$ cat config.mk
export PLATFORM = sky130hd
export DESIGN_NAME = fsw_freq_watchdog
export DESIGN_NICKNAME = d
export VERILOG_FILES = /design/src/design/fsw_pkg.sv /design/src/design/fsw_freq_watchdog.sv
export SDC_FILE = /design/constraint.sdc
export NUM_CORES = 1
export LEC_CHECK = 0
export ABC_AREA = 1
export BUFFER_PORTS_ARGS = -buffer_cell sky130_fd_sc_hd__clkbuf_2
export CAP_MARGIN = 15
export CORE_MARGIN = 2
export CORE_UTILIZATION = 58
export DETAILED_ROUTE_END_ITERATION = 10
export GPL_TIMING_DRIVEN = 0
export HOLD_SLACK_MARGIN = 0.02
export PLACE_DENSITY = 0.81
export SLEW_MARGIN = 10
export SYNTH_ARGS = -nofsm -noshare
export SYNTH_HDL_FRONTEND = slang
export SYNTH_SLANG_ARGS = --single-unit
$ cat constraint.sdc
create_clock -name sys_clk_i -period 2.6 [get_ports sys_clk_i]
set_input_delay 0.26 -clock sys_clk_i [delete_from_list [all_inputs] [get_ports sys_clk_i]]
set_output_delay 0.26 -clock sys_clk_i [all_outputs]
set_load 0.02 [all_outputs]
$ cat src/design/fsw_pkg.sv
`default_nettype none
package fsw_pkg;
   // ==================================================================
   // timing
   localparam int unsigned CLK_HZ         = 40_000_000;
   localparam int unsigned TICK_SHORT_MS  = 150;
   localparam real         TICK_LONG_S    = 2.5;
   localparam int unsigned TICK_SHORT_CYC = TICK_SHORT_MS * (CLK_HZ / 1000);
   localparam int unsigned TICK_LONG_CYC  = int'(TICK_LONG_S * real'(CLK_HZ));
   localparam int unsigned RST_PULSE_CYC  = 16;
   // ==================================================================
   // widths
   localparam int PRE_W  = 27;
   localparam int RST_W  = 16;
   localparam int CODE_W = 5;
   localparam int NUM_W  = 8;
   localparam int DEN_W  = 7;
   localparam int TMO_W  = 5;
   localparam int CNT_W  = 6;
   localparam int AW     = 8;
   localparam int EV_W   = 2;
   localparam int NREG   = 7;
   localparam logic [CNT_W-1:0] WD_FULL    = 6'h20;
   localparam logic [NUM_W-1:0] RATIO_BIAS = 8'h03;
   // ==================================================================
   // register map
   localparam logic [AW-1:0] OFS_CTRL   = 8'h00;
   localparam logic [AW-1:0] OFS_CPU    = 8'h04;
   localparam logic [AW-1:0] OFS_RECOV  = 8'h08;
   localparam logic [AW-1:0] OFS_WDT    = 8'h0c;
   localparam logic [AW-1:0] OFS_STATUS = 8'h10;
   localparam logic [AW-1:0] OFS_MASK   = 8'h14;
   localparam logic [AW-1:0] OFS_ACTIVE = 8'h18;
   // ctrl fields
   localparam int C_PROG   = 0;
   localparam int C_OVR    = 1;
   localparam int C_RSRC   = 2;
   localparam int C_WDEN   = 3;
   localparam int C_TICK   = 4;
   localparam int C_RSTWD  = 5;
   localparam int C_RSTFC  = 6;
   localparam int C_SW_LO  = 8;
   localparam int C_STR_LO = 16;
   // ratio, watchdog and active fields
   localparam int R_N_LO   = 0;
   localparam int R_M_LO   = 8;
   localparam int W_CNT_LO = 8;
   localparam int W_ST_LO  = 16;
   localparam int A_DIV_LO = 0;
   localparam int A_MUL_LO = 8;
   localparam int A_COD_LO = 20;
   localparam int A_RATIO  = 25;
   localparam int A_REC    = 26;
   // status and mask bits
   localparam int S_EXP  = 0;
   localparam int S_LOAD = 1;
   // ==================================================================
   typedef enum logic [1:0] {
      WD_IDLE    = 2'b00,
      WD_RUN     = 2'b01,
      WD_EXPIRED = 2'b10
   } fsw_wd_t;
endpackage
`default_nettype wire

$ cat src/design/fsw_freq_watchdog.sv
`timescale 1ns/1ps
`default_nettype none
module fsw_freq_watchdog #(
   parameter int unsigned TICK_SHORT_CYC = fsw_pkg::TICK_SHORT_CYC,
   parameter int unsigned TICK_LONG_CYC  = fsw_pkg::TICK_LONG_CYC,
   parameter int unsigned RST_PULSE_CYC  = fsw_pkg::RST_PULSE_CYC
) (
   // clock and reset
   input  wire logic        sys_clk_i,
   input  wire logic        rst_n_i,
   // ahb-lite slave
   input  wire logic        hsel_i,
   input  wire logic [31:0] haddr_i,
   input  wire logic [1:0]  htrans_i,
   input  wire logic        hwrite_i,
   input  wire logic [2:0]  hsize_i,
   input  wire logic [31:0] hwdata_i,
   input  wire logic        hready_i,
   output logic      [31:0] hrdata_o,
   output logic             hreadyout_o,
   output logic             hresp_o,
   // strap pins
   input  wire logic [4:0]  strap_freq_code_i,
   // synthesizer control
   output logic             cpu_ratio_mode_o,
   output logic      [4:0]  freq_code_o,
   output logic      [8:0]  cpu_mult_o,
   output logic      [7:0]  cpu_div_o,
   output logic             freq_load_o,
   output logic             recovery_active_o,
   // system
   output logic             sys_reset_o,
   output logic             irq_o
);
   // ==================================================================
   // state
   typedef struct packed {
      logic                            ap_valid;
      logic                            ap_write;
      logic [fsw_pkg::AW-1:0]          ap_addr;
      logic                            rd_pend;
      logic [31:0]                     rdata;
      logic                            prog_en;
      logic                            strap_override;
      logic                            recovery_source_select;
      logic                            watchdog_enable;
      logic                            watchdog_tick_select;
      logic                            reset_on_expiry_enable;
      logic                            reset_on_freq_change_enable;
      logic [fsw_pkg::CODE_W-1:0]      sw_code;
      logic [fsw_pkg::CODE_W-1:0]      strap_freq_code;
      logic                            strap_taken;
      logic [fsw_pkg::NUM_W-1:0]       cpu_numerator_value;
      logic [fsw_pkg::DEN_W-1:0]       cpu_denominator_value;
      logic [fsw_pkg::NUM_W-1:0]       recovery_numerator;
      logic [fsw_pkg::DEN_W-1:0]       recovery_denominator;
      logic [fsw_pkg::TMO_W-1:0]       watchdog_timeout_value;
      logic [fsw_pkg::EV_W-1:0]        status;
      logic [fsw_pkg::EV_W-1:0]        mask;
      fsw_pkg::fsw_wd_t                wd_state;
      logic [fsw_pkg::CNT_W-1:0]       wd_cnt;
      logic [fsw_pkg::PRE_W-1:0]       pre_cnt;
      logic                            recovery;
      logic                            reload;
      logic                            ratio_mode;
      logic [fsw_pkg::CODE_W-1:0]      code_out;
      logic [fsw_pkg::NUM_W:0]         mult;
      logic [fsw_pkg::NUM_W-1:0]       div;
      logic                            load;
      logic [fsw_pkg::RST_W-1:0]       rst_cnt;
      logic                            rst_out;
   } fsw_state_t;

   fsw_state_t q;
   fsw_state_t d;

   // ==================================================================
   // address decode, shared by reads and writes
   function automatic logic [fsw_pkg::NREG-1:0] dec(input logic [fsw_pkg::AW-1:0] a);
      dec = '0;
      case (a)
         fsw_pkg::OFS_CTRL:   dec[0] = 1'b1;
         fsw_pkg::OFS_CPU:    dec[1] = 1'b1;
         fsw_pkg::OFS_RECOV:  dec[2] = 1'b1;
         fsw_pkg::OFS_WDT:    dec[3] = 1'b1;
         fsw_pkg::OFS_STATUS: dec[4] = 1'b1;
         fsw_pkg::OFS_MASK:   dec[5] = 1'b1;
         fsw_pkg::OFS_ACTIVE: dec[6] = 1'b1;
         default:             dec    = '0;
      endcase
   endfunction

   logic [fsw_pkg::NREG-1:0]   sel;
   logic                       wr;
   logic [31:0]                rw;
   logic [fsw_pkg::CODE_W-1:0] grp_code;
   logic                       n_ratio;
   logic [fsw_pkg::CODE_W-1:0] n_code;
   logic [fsw_pkg::NUM_W-1:0]  n_num;
   logic [fsw_pkg::DEN_W-1:0]  n_den;
   logic [fsw_pkg::NUM_W:0]    n_mult;
   logic [fsw_pkg::NUM_W-1:0]  n_div;
   logic [fsw_pkg::PRE_W-1:0]  lim;
   logic [fsw_pkg::CNT_W-1:0]  wd_reload;
   logic                       tick;
   logic                       expire_ev;
   logic [fsw_pkg::EV_W-1:0]   ev_set;
   logic [fsw_pkg::EV_W-1:0]   ev_clr;
   logic                       rst_trig;

   always_comb begin
      d = q;
      // ==============================================================
      // bus slave: writes land in the data phase, reads take one wait
      // state so a read right behind a write sees the new value
      sel = dec(q.ap_addr);
      wr  = q.ap_valid & q.ap_write & hready_i;
      d.rd_pend = 1'b0;
      if (hready_i) begin
         d.ap_valid = hsel_i & htrans_i[1];
         d.ap_write = hwrite_i;
         d.ap_addr  = haddr_i[fsw_pkg::AW-1:0];
         d.rd_pend  = hsel_i & htrans_i[1] & ~hwrite_i;
      end
      rw = '0;
      if (sel[0]) begin
         rw[fsw_pkg::C_PROG]  = q.prog_en;
         rw[fsw_pkg::C_OVR]   = q.strap_override;
         rw[fsw_pkg::C_RSRC]  = q.recovery_source_select;
         rw[fsw_pkg::C_WDEN]  = q.watchdog_enable;
         rw[fsw_pkg::C_TICK]  = q.watchdog_tick_select;
         rw[fsw_pkg::C_RSTWD] = q.reset_on_expiry_enable;
         rw[fsw_pkg::C_RSTFC] = q.reset_on_freq_change_enable;
         rw[fsw_pkg::C_SW_LO +: fsw_pkg::CODE_W]  = q.sw_code;
         rw[fsw_pkg::C_STR_LO +: fsw_pkg::CODE_W] = q.strap_freq_code;
      end
      if (sel[1]) begin
         rw[fsw_pkg::R_N_LO +: fsw_pkg::NUM_W] = q.cpu_numerator_value;
         rw[fsw_pkg::R_M_LO +: fsw_pkg::DEN_W] = q.cpu_denominator_value;
      end
      if (sel[2]) begin
         rw[fsw_pkg::R_N_LO +: fsw_pkg::NUM_W] = q.recovery_numerator;
         rw[fsw_pkg::R_M_LO +: fsw_pkg::DEN_W] = q.recovery_denominator;
      end
      if (sel[3]) begin
         rw[fsw_pkg::TMO_W-1:0]                   = q.watchdog_timeout_value;
         rw[fsw_pkg::W_CNT_LO +: fsw_pkg::CNT_W] = q.wd_cnt;
         rw[fsw_pkg::W_ST_LO +: 2]                = q.wd_state;
      end
      if (sel[4]) rw[fsw_pkg::EV_W-1:0] = q.status;
      if (sel[5]) rw[fsw_pkg::EV_W-1:0] = q.mask;
      if (sel[6]) begin
         rw[fsw_pkg::A_DIV_LO +: fsw_pkg::NUM_W]   = q.div;
         rw[fsw_pkg::A_MUL_LO +: fsw_pkg::NUM_W+1] = q.mult;
         rw[fsw_pkg::A_COD_LO +: fsw_pkg::CODE_W]  = q.code_out;
         rw[fsw_pkg::A_RATIO]                      = q.ratio_mode;
         rw[fsw_pkg::A_REC]                        = q.recovery;
      end
      if (q.rd_pend) d.rdata = rw;

      // ==============================================================
      // register writes
      ev_clr   = '0;
      d.reload = 1'b0;
      if (wr && sel[0]) begin
         d.prog_en                     = hwdata_i[fsw_pkg::C_PROG];
         d.strap_override              = hwdata_i[fsw_pkg::C_OVR];
         d.recovery_source_select      = hwdata_i[fsw_pkg::C_RSRC];
         d.watchdog_enable             = hwdata_i[fsw_pkg::C_WDEN];
         d.watchdog_tick_select        = hwdata_i[fsw_pkg::C_TICK];
         d.reset_on_expiry_enable      = hwdata_i[fsw_pkg::C_RSTWD];
         d.reset_on_freq_change_enable = hwdata_i[fsw_pkg::C_RSTFC];
         d.sw_code = hwdata_i[fsw_pkg::C_SW_LO +: fsw_pkg::CODE_W];
      end
      if (wr && sel[1]) begin
         d.cpu_numerator_value   = hwdata_i[fsw_pkg::R_N_LO +: fsw_pkg::NUM_W];
         d.cpu_denominator_value = hwdata_i[fsw_pkg::R_M_LO +: fsw_pkg::DEN_W];
         // one word carries both fields, so no half-updated ratio is loaded
         d.reload = q.prog_en & ~q.recovery;
      end
      if (wr && sel[2]) begin
         d.recovery_numerator   = hwdata_i[fsw_pkg::R_N_LO +: fsw_pkg::NUM_W];
         d.recovery_denominator = hwdata_i[fsw_pkg::R_M_LO +: fsw_pkg::DEN_W];
         d.reload = q.recovery & q.recovery_source_select;
      end
      if (wr && sel[3]) d.watchdog_timeout_value = hwdata_i[fsw_pkg::TMO_W-1:0];
      if (wr && sel[4]) ev_clr = hwdata_i[fsw_pkg::EV_W-1:0];
      if (wr && sel[5]) d.mask = hwdata_i[fsw_pkg::EV_W-1:0];

      // straps are caught once, on the first clock after reset release
      if (!q.strap_taken) begin
         d.strap_freq_code = strap_freq_code_i;
         d.strap_taken     = 1'b1;
      end

      // ==============================================================
      // frequency selection
      grp_code = q.strap_override ? q.sw_code : q.strap_freq_code;
      n_ratio  = 1'b0;
      n_code   = grp_code;
      n_num    = '0;
      n_den    = '0;
      if (q.recovery) begin
         if (q.recovery_source_select) begin
            n_ratio = 1'b1;
            n_num   = q.recovery_numerator;
            n_den   = q.recovery_denominator;
         end else begin
            n_code = q.strap_freq_code;
         end
      end else if (q.prog_en) begin
         n_ratio = 1'b1;
         n_num   = q.cpu_numerator_value;
         n_den   = q.cpu_denominator_value;
      end
      // the synthesizer is handed the biased terms of gear*(n+3)/(m+3)
      n_mult = {1'b0, n_num} + {1'b0, fsw_pkg::RATIO_BIAS};
      n_div  = {1'b0, n_den} + fsw_pkg::RATIO_BIAS;
      d.ratio_mode = n_ratio;
      d.code_out   = n_code;
      d.mult       = n_mult;
      d.div        = n_div;
      d.load = q.reload | (n_ratio != q.ratio_mode) | (n_code != q.code_out)
             | (n_mult != q.mult) | (n_div != q.div);

      // ==============================================================
      // watchdog
      lim = q.watchdog_tick_select ? fsw_pkg::PRE_W'(TICK_LONG_CYC - 1)
                                   : fsw_pkg::PRE_W'(TICK_SHORT_CYC - 1);
      // a zero timeout counts the full 32 ticks, the top of the range
      wd_reload = (q.watchdog_timeout_value == '0) ? fsw_pkg::WD_FULL
                : {1'b0, q.watchdog_timeout_value};
      // a tick select change mid-count must not let the prescaler run past its limit
      tick      = (q.pre_cnt >= lim);
      expire_ev = 1'b0;
      unique case (q.wd_state)
         fsw_pkg::WD_IDLE: begin
            d.wd_cnt  = wd_reload;
            d.pre_cnt = '0;
            if (q.watchdog_enable && q.load) d.wd_state = fsw_pkg::WD_RUN;
         end
         fsw_pkg::WD_RUN: begin
            if (!q.watchdog_enable) begin
               d.wd_state = fsw_pkg::WD_IDLE;
            end else if (q.load) begin
               d.wd_cnt  = wd_reload;
               d.pre_cnt = '0;
            end else if (tick) begin
               d.pre_cnt = '0;
               if (q.wd_cnt == fsw_pkg::CNT_W'(1)) begin
                  expire_ev  = 1'b1;
                  d.recovery = 1'b1;
                  // load even if the recovery setting equals the current one
                  d.reload   = 1'b1;
                  d.wd_state = fsw_pkg::WD_EXPIRED;
               end else begin
                  d.wd_cnt = q.wd_cnt - fsw_pkg::CNT_W'(1);
               end
            end else begin
               d.pre_cnt = q.pre_cnt + fsw_pkg::PRE_W'(1);
            end
         end
         fsw_pkg::WD_EXPIRED: begin
            // recovery holds until software acknowledges the timeout
            if (!q.status[fsw_pkg::S_EXP]) begin
               d.recovery = 1'b0;
               d.wd_state = fsw_pkg::WD_IDLE;
            end
         end
         default: d.wd_state = fsw_pkg::WD_IDLE;
      endcase

      // ==============================================================
      // events: a set in the same cycle as its clear wins
      ev_set = '0;
      ev_set[fsw_pkg::S_EXP]  = expire_ev;
      ev_set[fsw_pkg::S_LOAD] = q.load;
      d.status = (q.status & ~ev_clr) | ev_set;

      // ==============================================================
      // system reset pulse
      rst_trig = (expire_ev && q.reset_on_expiry_enable)
               || (q.load && q.reset_on_freq_change_enable);
      if (rst_trig) begin
         d.rst_cnt = fsw_pkg::RST_W'(RST_PULSE_CYC);
      end else if (q.rst_cnt != '0) begin
         d.rst_cnt = q.rst_cnt - fsw_pkg::RST_W'(1);
      end
      d.rst_out = (d.rst_cnt != '0);
   end

   always_ff @(posedge sys_clk_i) begin
      if (!rst_n_i) begin
         q          <= '0;
         q.wd_state <= fsw_pkg::WD_IDLE;
      end else begin
         q <= d;
      end
   end

   assign hrdata_o          = q.rdata;
   assign hreadyout_o       = ~q.rd_pend;
   assign hresp_o           = 1'b0;
   assign cpu_ratio_mode_o  = q.ratio_mode;
   assign freq_code_o       = q.code_out;
   assign cpu_mult_o        = q.mult;
   assign cpu_div_o         = q.div;
   assign freq_load_o       = q.load;
   assign recovery_active_o = q.recovery;
   assign sys_reset_o       = q.rst_out;
   assign irq_o             = |(q.status & q.mask);

   // ==================================================================
   // checks
   logic [fsw_pkg::RST_W-1:0] hi_len_q;
   always_ff @(posedge sys_clk_i) begin
      // a retrigger restarts the pulse, so the measured width restarts too
      if (!rst_n_i)      hi_len_q <= '0;
      else if (rst_trig) hi_len_q <= '0;
      else               hi_len_q <= sys_reset_o ? hi_len_q + fsw_pkg::RST_W'(1) : '0;
   end
endmodule // fsw_freq_watchdog
`default_nettype wire

* Word level (Yosys, flattened, before mapping)
Index checks and enable logic that the tools add are counted.
Cells by class: reductions and logical operators 23, order comparisons 1, bitwise logic cells 17, add/subtract/negate cells 5, equality and inequality tests 24, muxes and demuxes 61
Operator list (number):
- $pmux 33 s2 | 1
- $mux 27 | 2
- $mux 35 | 1
- $mux 7 | 5
- $mux 33 | 1
- $mux 16 | 2
- $mux 8 | 4
- $reduce_bool 16->1 | 2
- $mux 15 | 2
- $mux 5 | 6
- $add 27x1->27 const B | 1
- $ge 27x27->1 | 1
- $eq 8x5->1 const B | 3
- $mux 2 | 12
- $mux 1 | 19
- $mux 6 | 3
- $mux 17 | 1
- $eq 8x4->1 const B | 2
- $sub 16x1->16 const B | 1
- $ne 3x3->1 const B | 5
- $ne 2x2->1 const B | 6
- $add 8x2->9 const B | 1
- $logic_and 1x1->1 | 9
- $ne 9x9->1 | 1
- other kinds (27) | 40
Word-level totals: word-level logic and storage cells 165, input bits 79, flip-flop bits (word level) 173

* Longest topological paths before layout
word-level depth 10, gate-level depth with buffers 18

* Worst setup path before layout
No wires, ideal clock.
path type input to register, start point input port hready_i, end point register q[82] in the netlist's numbering, setup time 0.086 ns, required time 2.514 ns, arrival 1.268 ns, stages 4, setup slack 1.246 ns, path through nand3_1 > nor4_2 > nor2_1 > a211oi_1
Between the ends: longest elaborated chain between the ends 2
Ends and longest elaborated chain:
- from (decl) | RTL line fsw_freq_watchdog.sv:18 | input wire logic hready_i,
- $and 1x1->1 | RTL line fsw_freq_watchdog.sv:117 | wr = q.ap_valid & q.ap_write & hready_i;
- $logic_and 1x1->1 | RTL line fsw_freq_watchdog.sv:186 | if (wr && sel[3]) d.watchdog_timeout_value = hwdata_i[fsw_pkg::TMO_W-1:0];
- to (decl) | RTL line fsw_freq_watchdog.sv:74 | fsw_state_t q;
No other way between the ends. A chain may end at the register's enable or synchronous reset.

==> flow_metrics.py <==
metrics = {
    "clocking": {
        "clock_path_buffers": 2,
        "clockRootBuffer": "clkbuf_16",
        "h-tree-depth": 4,
        "cts_tree": "yes",
        "cts_sinks": 173,
        "clkLatencyLatePin_ps": 440,
        "clkTransAtPathRegs_ps": 70,
        "cts_made_buffers": 17,
    },
    "global_routing": {
        "grt_usage": 0.315,
        "grt_pass1_vias": 8181,
        "grt_max_degree": 17,
        "met1_usage": 0.441,
        "gr-total-overflow": 0,
        "met2_usage": 0.479,
        "gr-usage-met3": 0.0631,
        "busiest_layer": "met2",
        "antenna_found_initial": 0,
        "grt_pass1_wl_mm": 41.3,
    },
    "floorplan": {
        "die_w_um": 131,
        "rows": 46,
        "die-area_mm2": 0.0171,
        "design.core.area_mm2": 0.0158,
        "io_pins": 140,
        "start_util": 0.590,
        "die_h_um": 131,
    },
    "drt": {
        "num_vias": 9432,
        "routed_wl_mm": 27.2,
        "drc": 0,
        "dr.pass1.iters": 5,
        "ant_nets": 0,
        "wl_per_cell_um": 16.3,
        "viasPerCell": 5.65,
        "drt_iter0_drc": 1050,
    },
    "synthesis": {
        "ys.flop_type": "dfxtp_1",
        "synth_seq_cells": 173,
        "yosysTopAreaCell": "dfxtp_1",
        "synth_top_area_share": 0.371,
        "synthTopCellsByCount": "248 x nand2_1, 173 x dfxtp_1, 158 x nor2_1",
        "synth_top_cells_by_area": "dfxtp_1 37%, nand2_1 10%, a21oi_1 6.5%",
        "synth_edf_count": 0,
        "yosysUniqueCellTypes": 56,
        "netlist_instances": 1320,
        "async_flop_share": 0,
        "synth.avg_cell_area_um2": 7.08,
        "synth.yosys.warnings": 0,
        "yosysSeqAreaShare": 0.371,
        "synth_most_common_cell": "nand2_1",
        "syn_area_mm2": 0.00934,
    },
    "place": {
        "dp_slack_ps": -191,
        "port_buffers": 88,
        "place.gp.congestion": 0.984,
        "placed_area_mm2": 0.0101,
        "dp_hpwl_mm": 19.7,
    },
    "layout": {
        "drive_gt1_frac": 0.187,
        "n_antenna_cell": 0,
        "fin_area_mm2": 0.0108,
        "fill_cells": 1343,
        "layout.nets": 1540,
        "area_growth_pct": 15.9,
    },
    "timing": {
        "whs_ps": 41.7,
        "setup_slack_ps": 131,
        "fin_crit_sh": 0.950,
        "relSlewSlack": 0.183,
        "finalSetupViolCount": 0,
        "fmax_ghz": 0.405,
        "finalHoldViolations": 0,
        "skew_ps": 8.27,
        "post-route-min-period_ps": 2470,
        "tightest_slew_ps": 1210,
        "slew_violations": 0,
    },
    "power_and_ir_drop": {
        "power.leakage_nw": 4.54,
        "power.density_cell_area_mw_per_mm2": 660,
        "ir_drop_mv": 0.495,
        "totalPowerFinal_mw": 7.15,
    },
    "setup_path": {
        "crit_chain": "nand2_2 -> clkinv_2 -> nand2_1 -> o21ai_2 -> inv_1 -> ha_4 -> inv_1 -> nand2_2 -> nand2_1 -> xor2_1 -> nand2_1 -> nor2_1 -> nand2_1 -> nor2_2 -> nand3_1 -> nor2_1 -> nor2_1",
        "critPathMaxStageDelay_ps": 400,
        "cp-start-kind": "flop",
        "critPathMaxFanout": 9,
        "cp_common_cell": "nand2_1",
        "criticalPathCategory": "reg2reg",
        "required_ps": 2920,
        "end_kind": "flop",
        "critPathArrivalTime_ps": 2790,
        "cp_slowest_cell": "dfxtp_4",
    },
    "run": {
        "maxCapViolCount": 0,
    },
    "status": {
        "status": "completed",
    },
    "worst_hold_path": {
        "hold_class": "in2reg",
    },
}
flip-flops by register name, summed over array words and instances, names as in the netlist:
signal / count
q: 120
hrdata_o: 27
cpu_mult_o: 9
cpu_div_o: 8
freq_code_o: 5
cpu_ratio_mode_o: 1
freq_load_o: 1
recovery_active_o: 1
sys_reset_o: 1
logic make-up (layout without fill, tap and decap cells):
group | after synthesis | after routing | share of synthesized area
and+or+nand+nor | 536 | 536 | 0.254
AOI/OAI and AO/OA | 313 | 313 | 0.195
buffers and inverters | 252 | 381 | 0.129
DFF | 173 | 173 | 0.371
xor gates and xnor gates | 25 | 25 | 0.0234
adders and majority gates | 20 | 20 | 0.0268
other | 1 | 6 | 0.000401
stage by stage:
stage           util  TNS [ps]  std cells
2_1_floorplan      -         0       1325
3_3_place_gp   0.636     -2410       1629
3_5_place_dp   0.636     -3320       1629
4_1_cts        0.676         0       1664
5_1_grt        0.684     -50.2       1670
6_report       0.684         0       1670
repair_timing:
item | in CTS | in global routing
hold endpoints to repair | 1 | 0
hold buffers | 1 | 0
pin swaps | 0 | 4
setup endpoints to repair | 44 | 46
cloned | 0 | 1
gates resized for setup | 5 | 20
setup buffers | 2 | 5
power by group:
group	internal, mW	total [mW]	switching, mW
logic	0.614	1.66	1.05
clock network	1.47	2.59	1.12
registers	2.78	2.90	0.112
per-layer routing:
| metal | wire length, um | part of all wire |
|---|---|---|
| met3 | 2560 | 0.094 |
| met2 | 12000 | 0.44 |
| met5 | 0 | 0 |
| met4 | 847 | 0.031 |
| met1 | 11900 | 0.44 |
area by class of cell:
type,instances,area [um2],share of cell area
repair buffers,97,508,0.0469
clock buffers,20,457,0.0422
plain buffers,98,636,0.0587
clock inverters,12,131,0.0121
flip-flops and latches,173,3470,0.321
multi-input cells,900,4770,0.440
inverters,154,583,0.0539
well taps,216,270,0.0250
cell usage in the layout (no fill, tap or decap), types with 6 or more instances in the layout:
cell type  netlist  final
clkbuf_1        21     22
nand2_1        248    248
nor2_1         158    155
xnor2_1          9      9
a21oi_1        121    121
buf_4           55     62
o21ai_0        118    117
xor2_1          16     16
o221ai_1         7      7
nand2_2          8      8
nand4_1         15     15
ha_1            20     18
o211ai_1        16     16
nor2_2           7      9
buf_2           16     16
a31oi_1         10     10
clkbuf_2         0     88
inv_1          145    142
clkbuf_16        0     17
dfxtp_1        173    170
nand3_1         48     47
a211oi_1        10     10
nor3_1          15     14
inv_2            5      7
conb_1           1      6
path summary, 6_finish.rpt:
check                                               startpoint                        end  slack, ps  cells after the start
worst max-delay path            recovery_active_o$_SDFFE_PN0P_     freq_load_o$_SDFF_PN0_        130                     17
worst min-delay path                                haddr_i[0]        q[168]$_SDFFE_PN0P_         40                      3
worst max register to register  recovery_active_o$_SDFFE_PN0P_     freq_load_o$_SDFF_PN0_        130                     17
worst min register to register       hrdata_o[13]$_SDFFE_PN0P_  hrdata_o[13]$_SDFFE_PN0P_        470                      2
critical path, delay by kind of cell (launching register included):
kind | cells | cell delay [ps]
AOI/OAI and AO/OA | 1 | 100
xor gates and xnor gates | 1 | 160
adders and majority gates | 1 | 170
buffers and inverters | 3 | 330
DFF | 1 | 400
and+or+nand+nor | 11 | 1170
No activity file was read; power rests on OpenSTA's default activity.
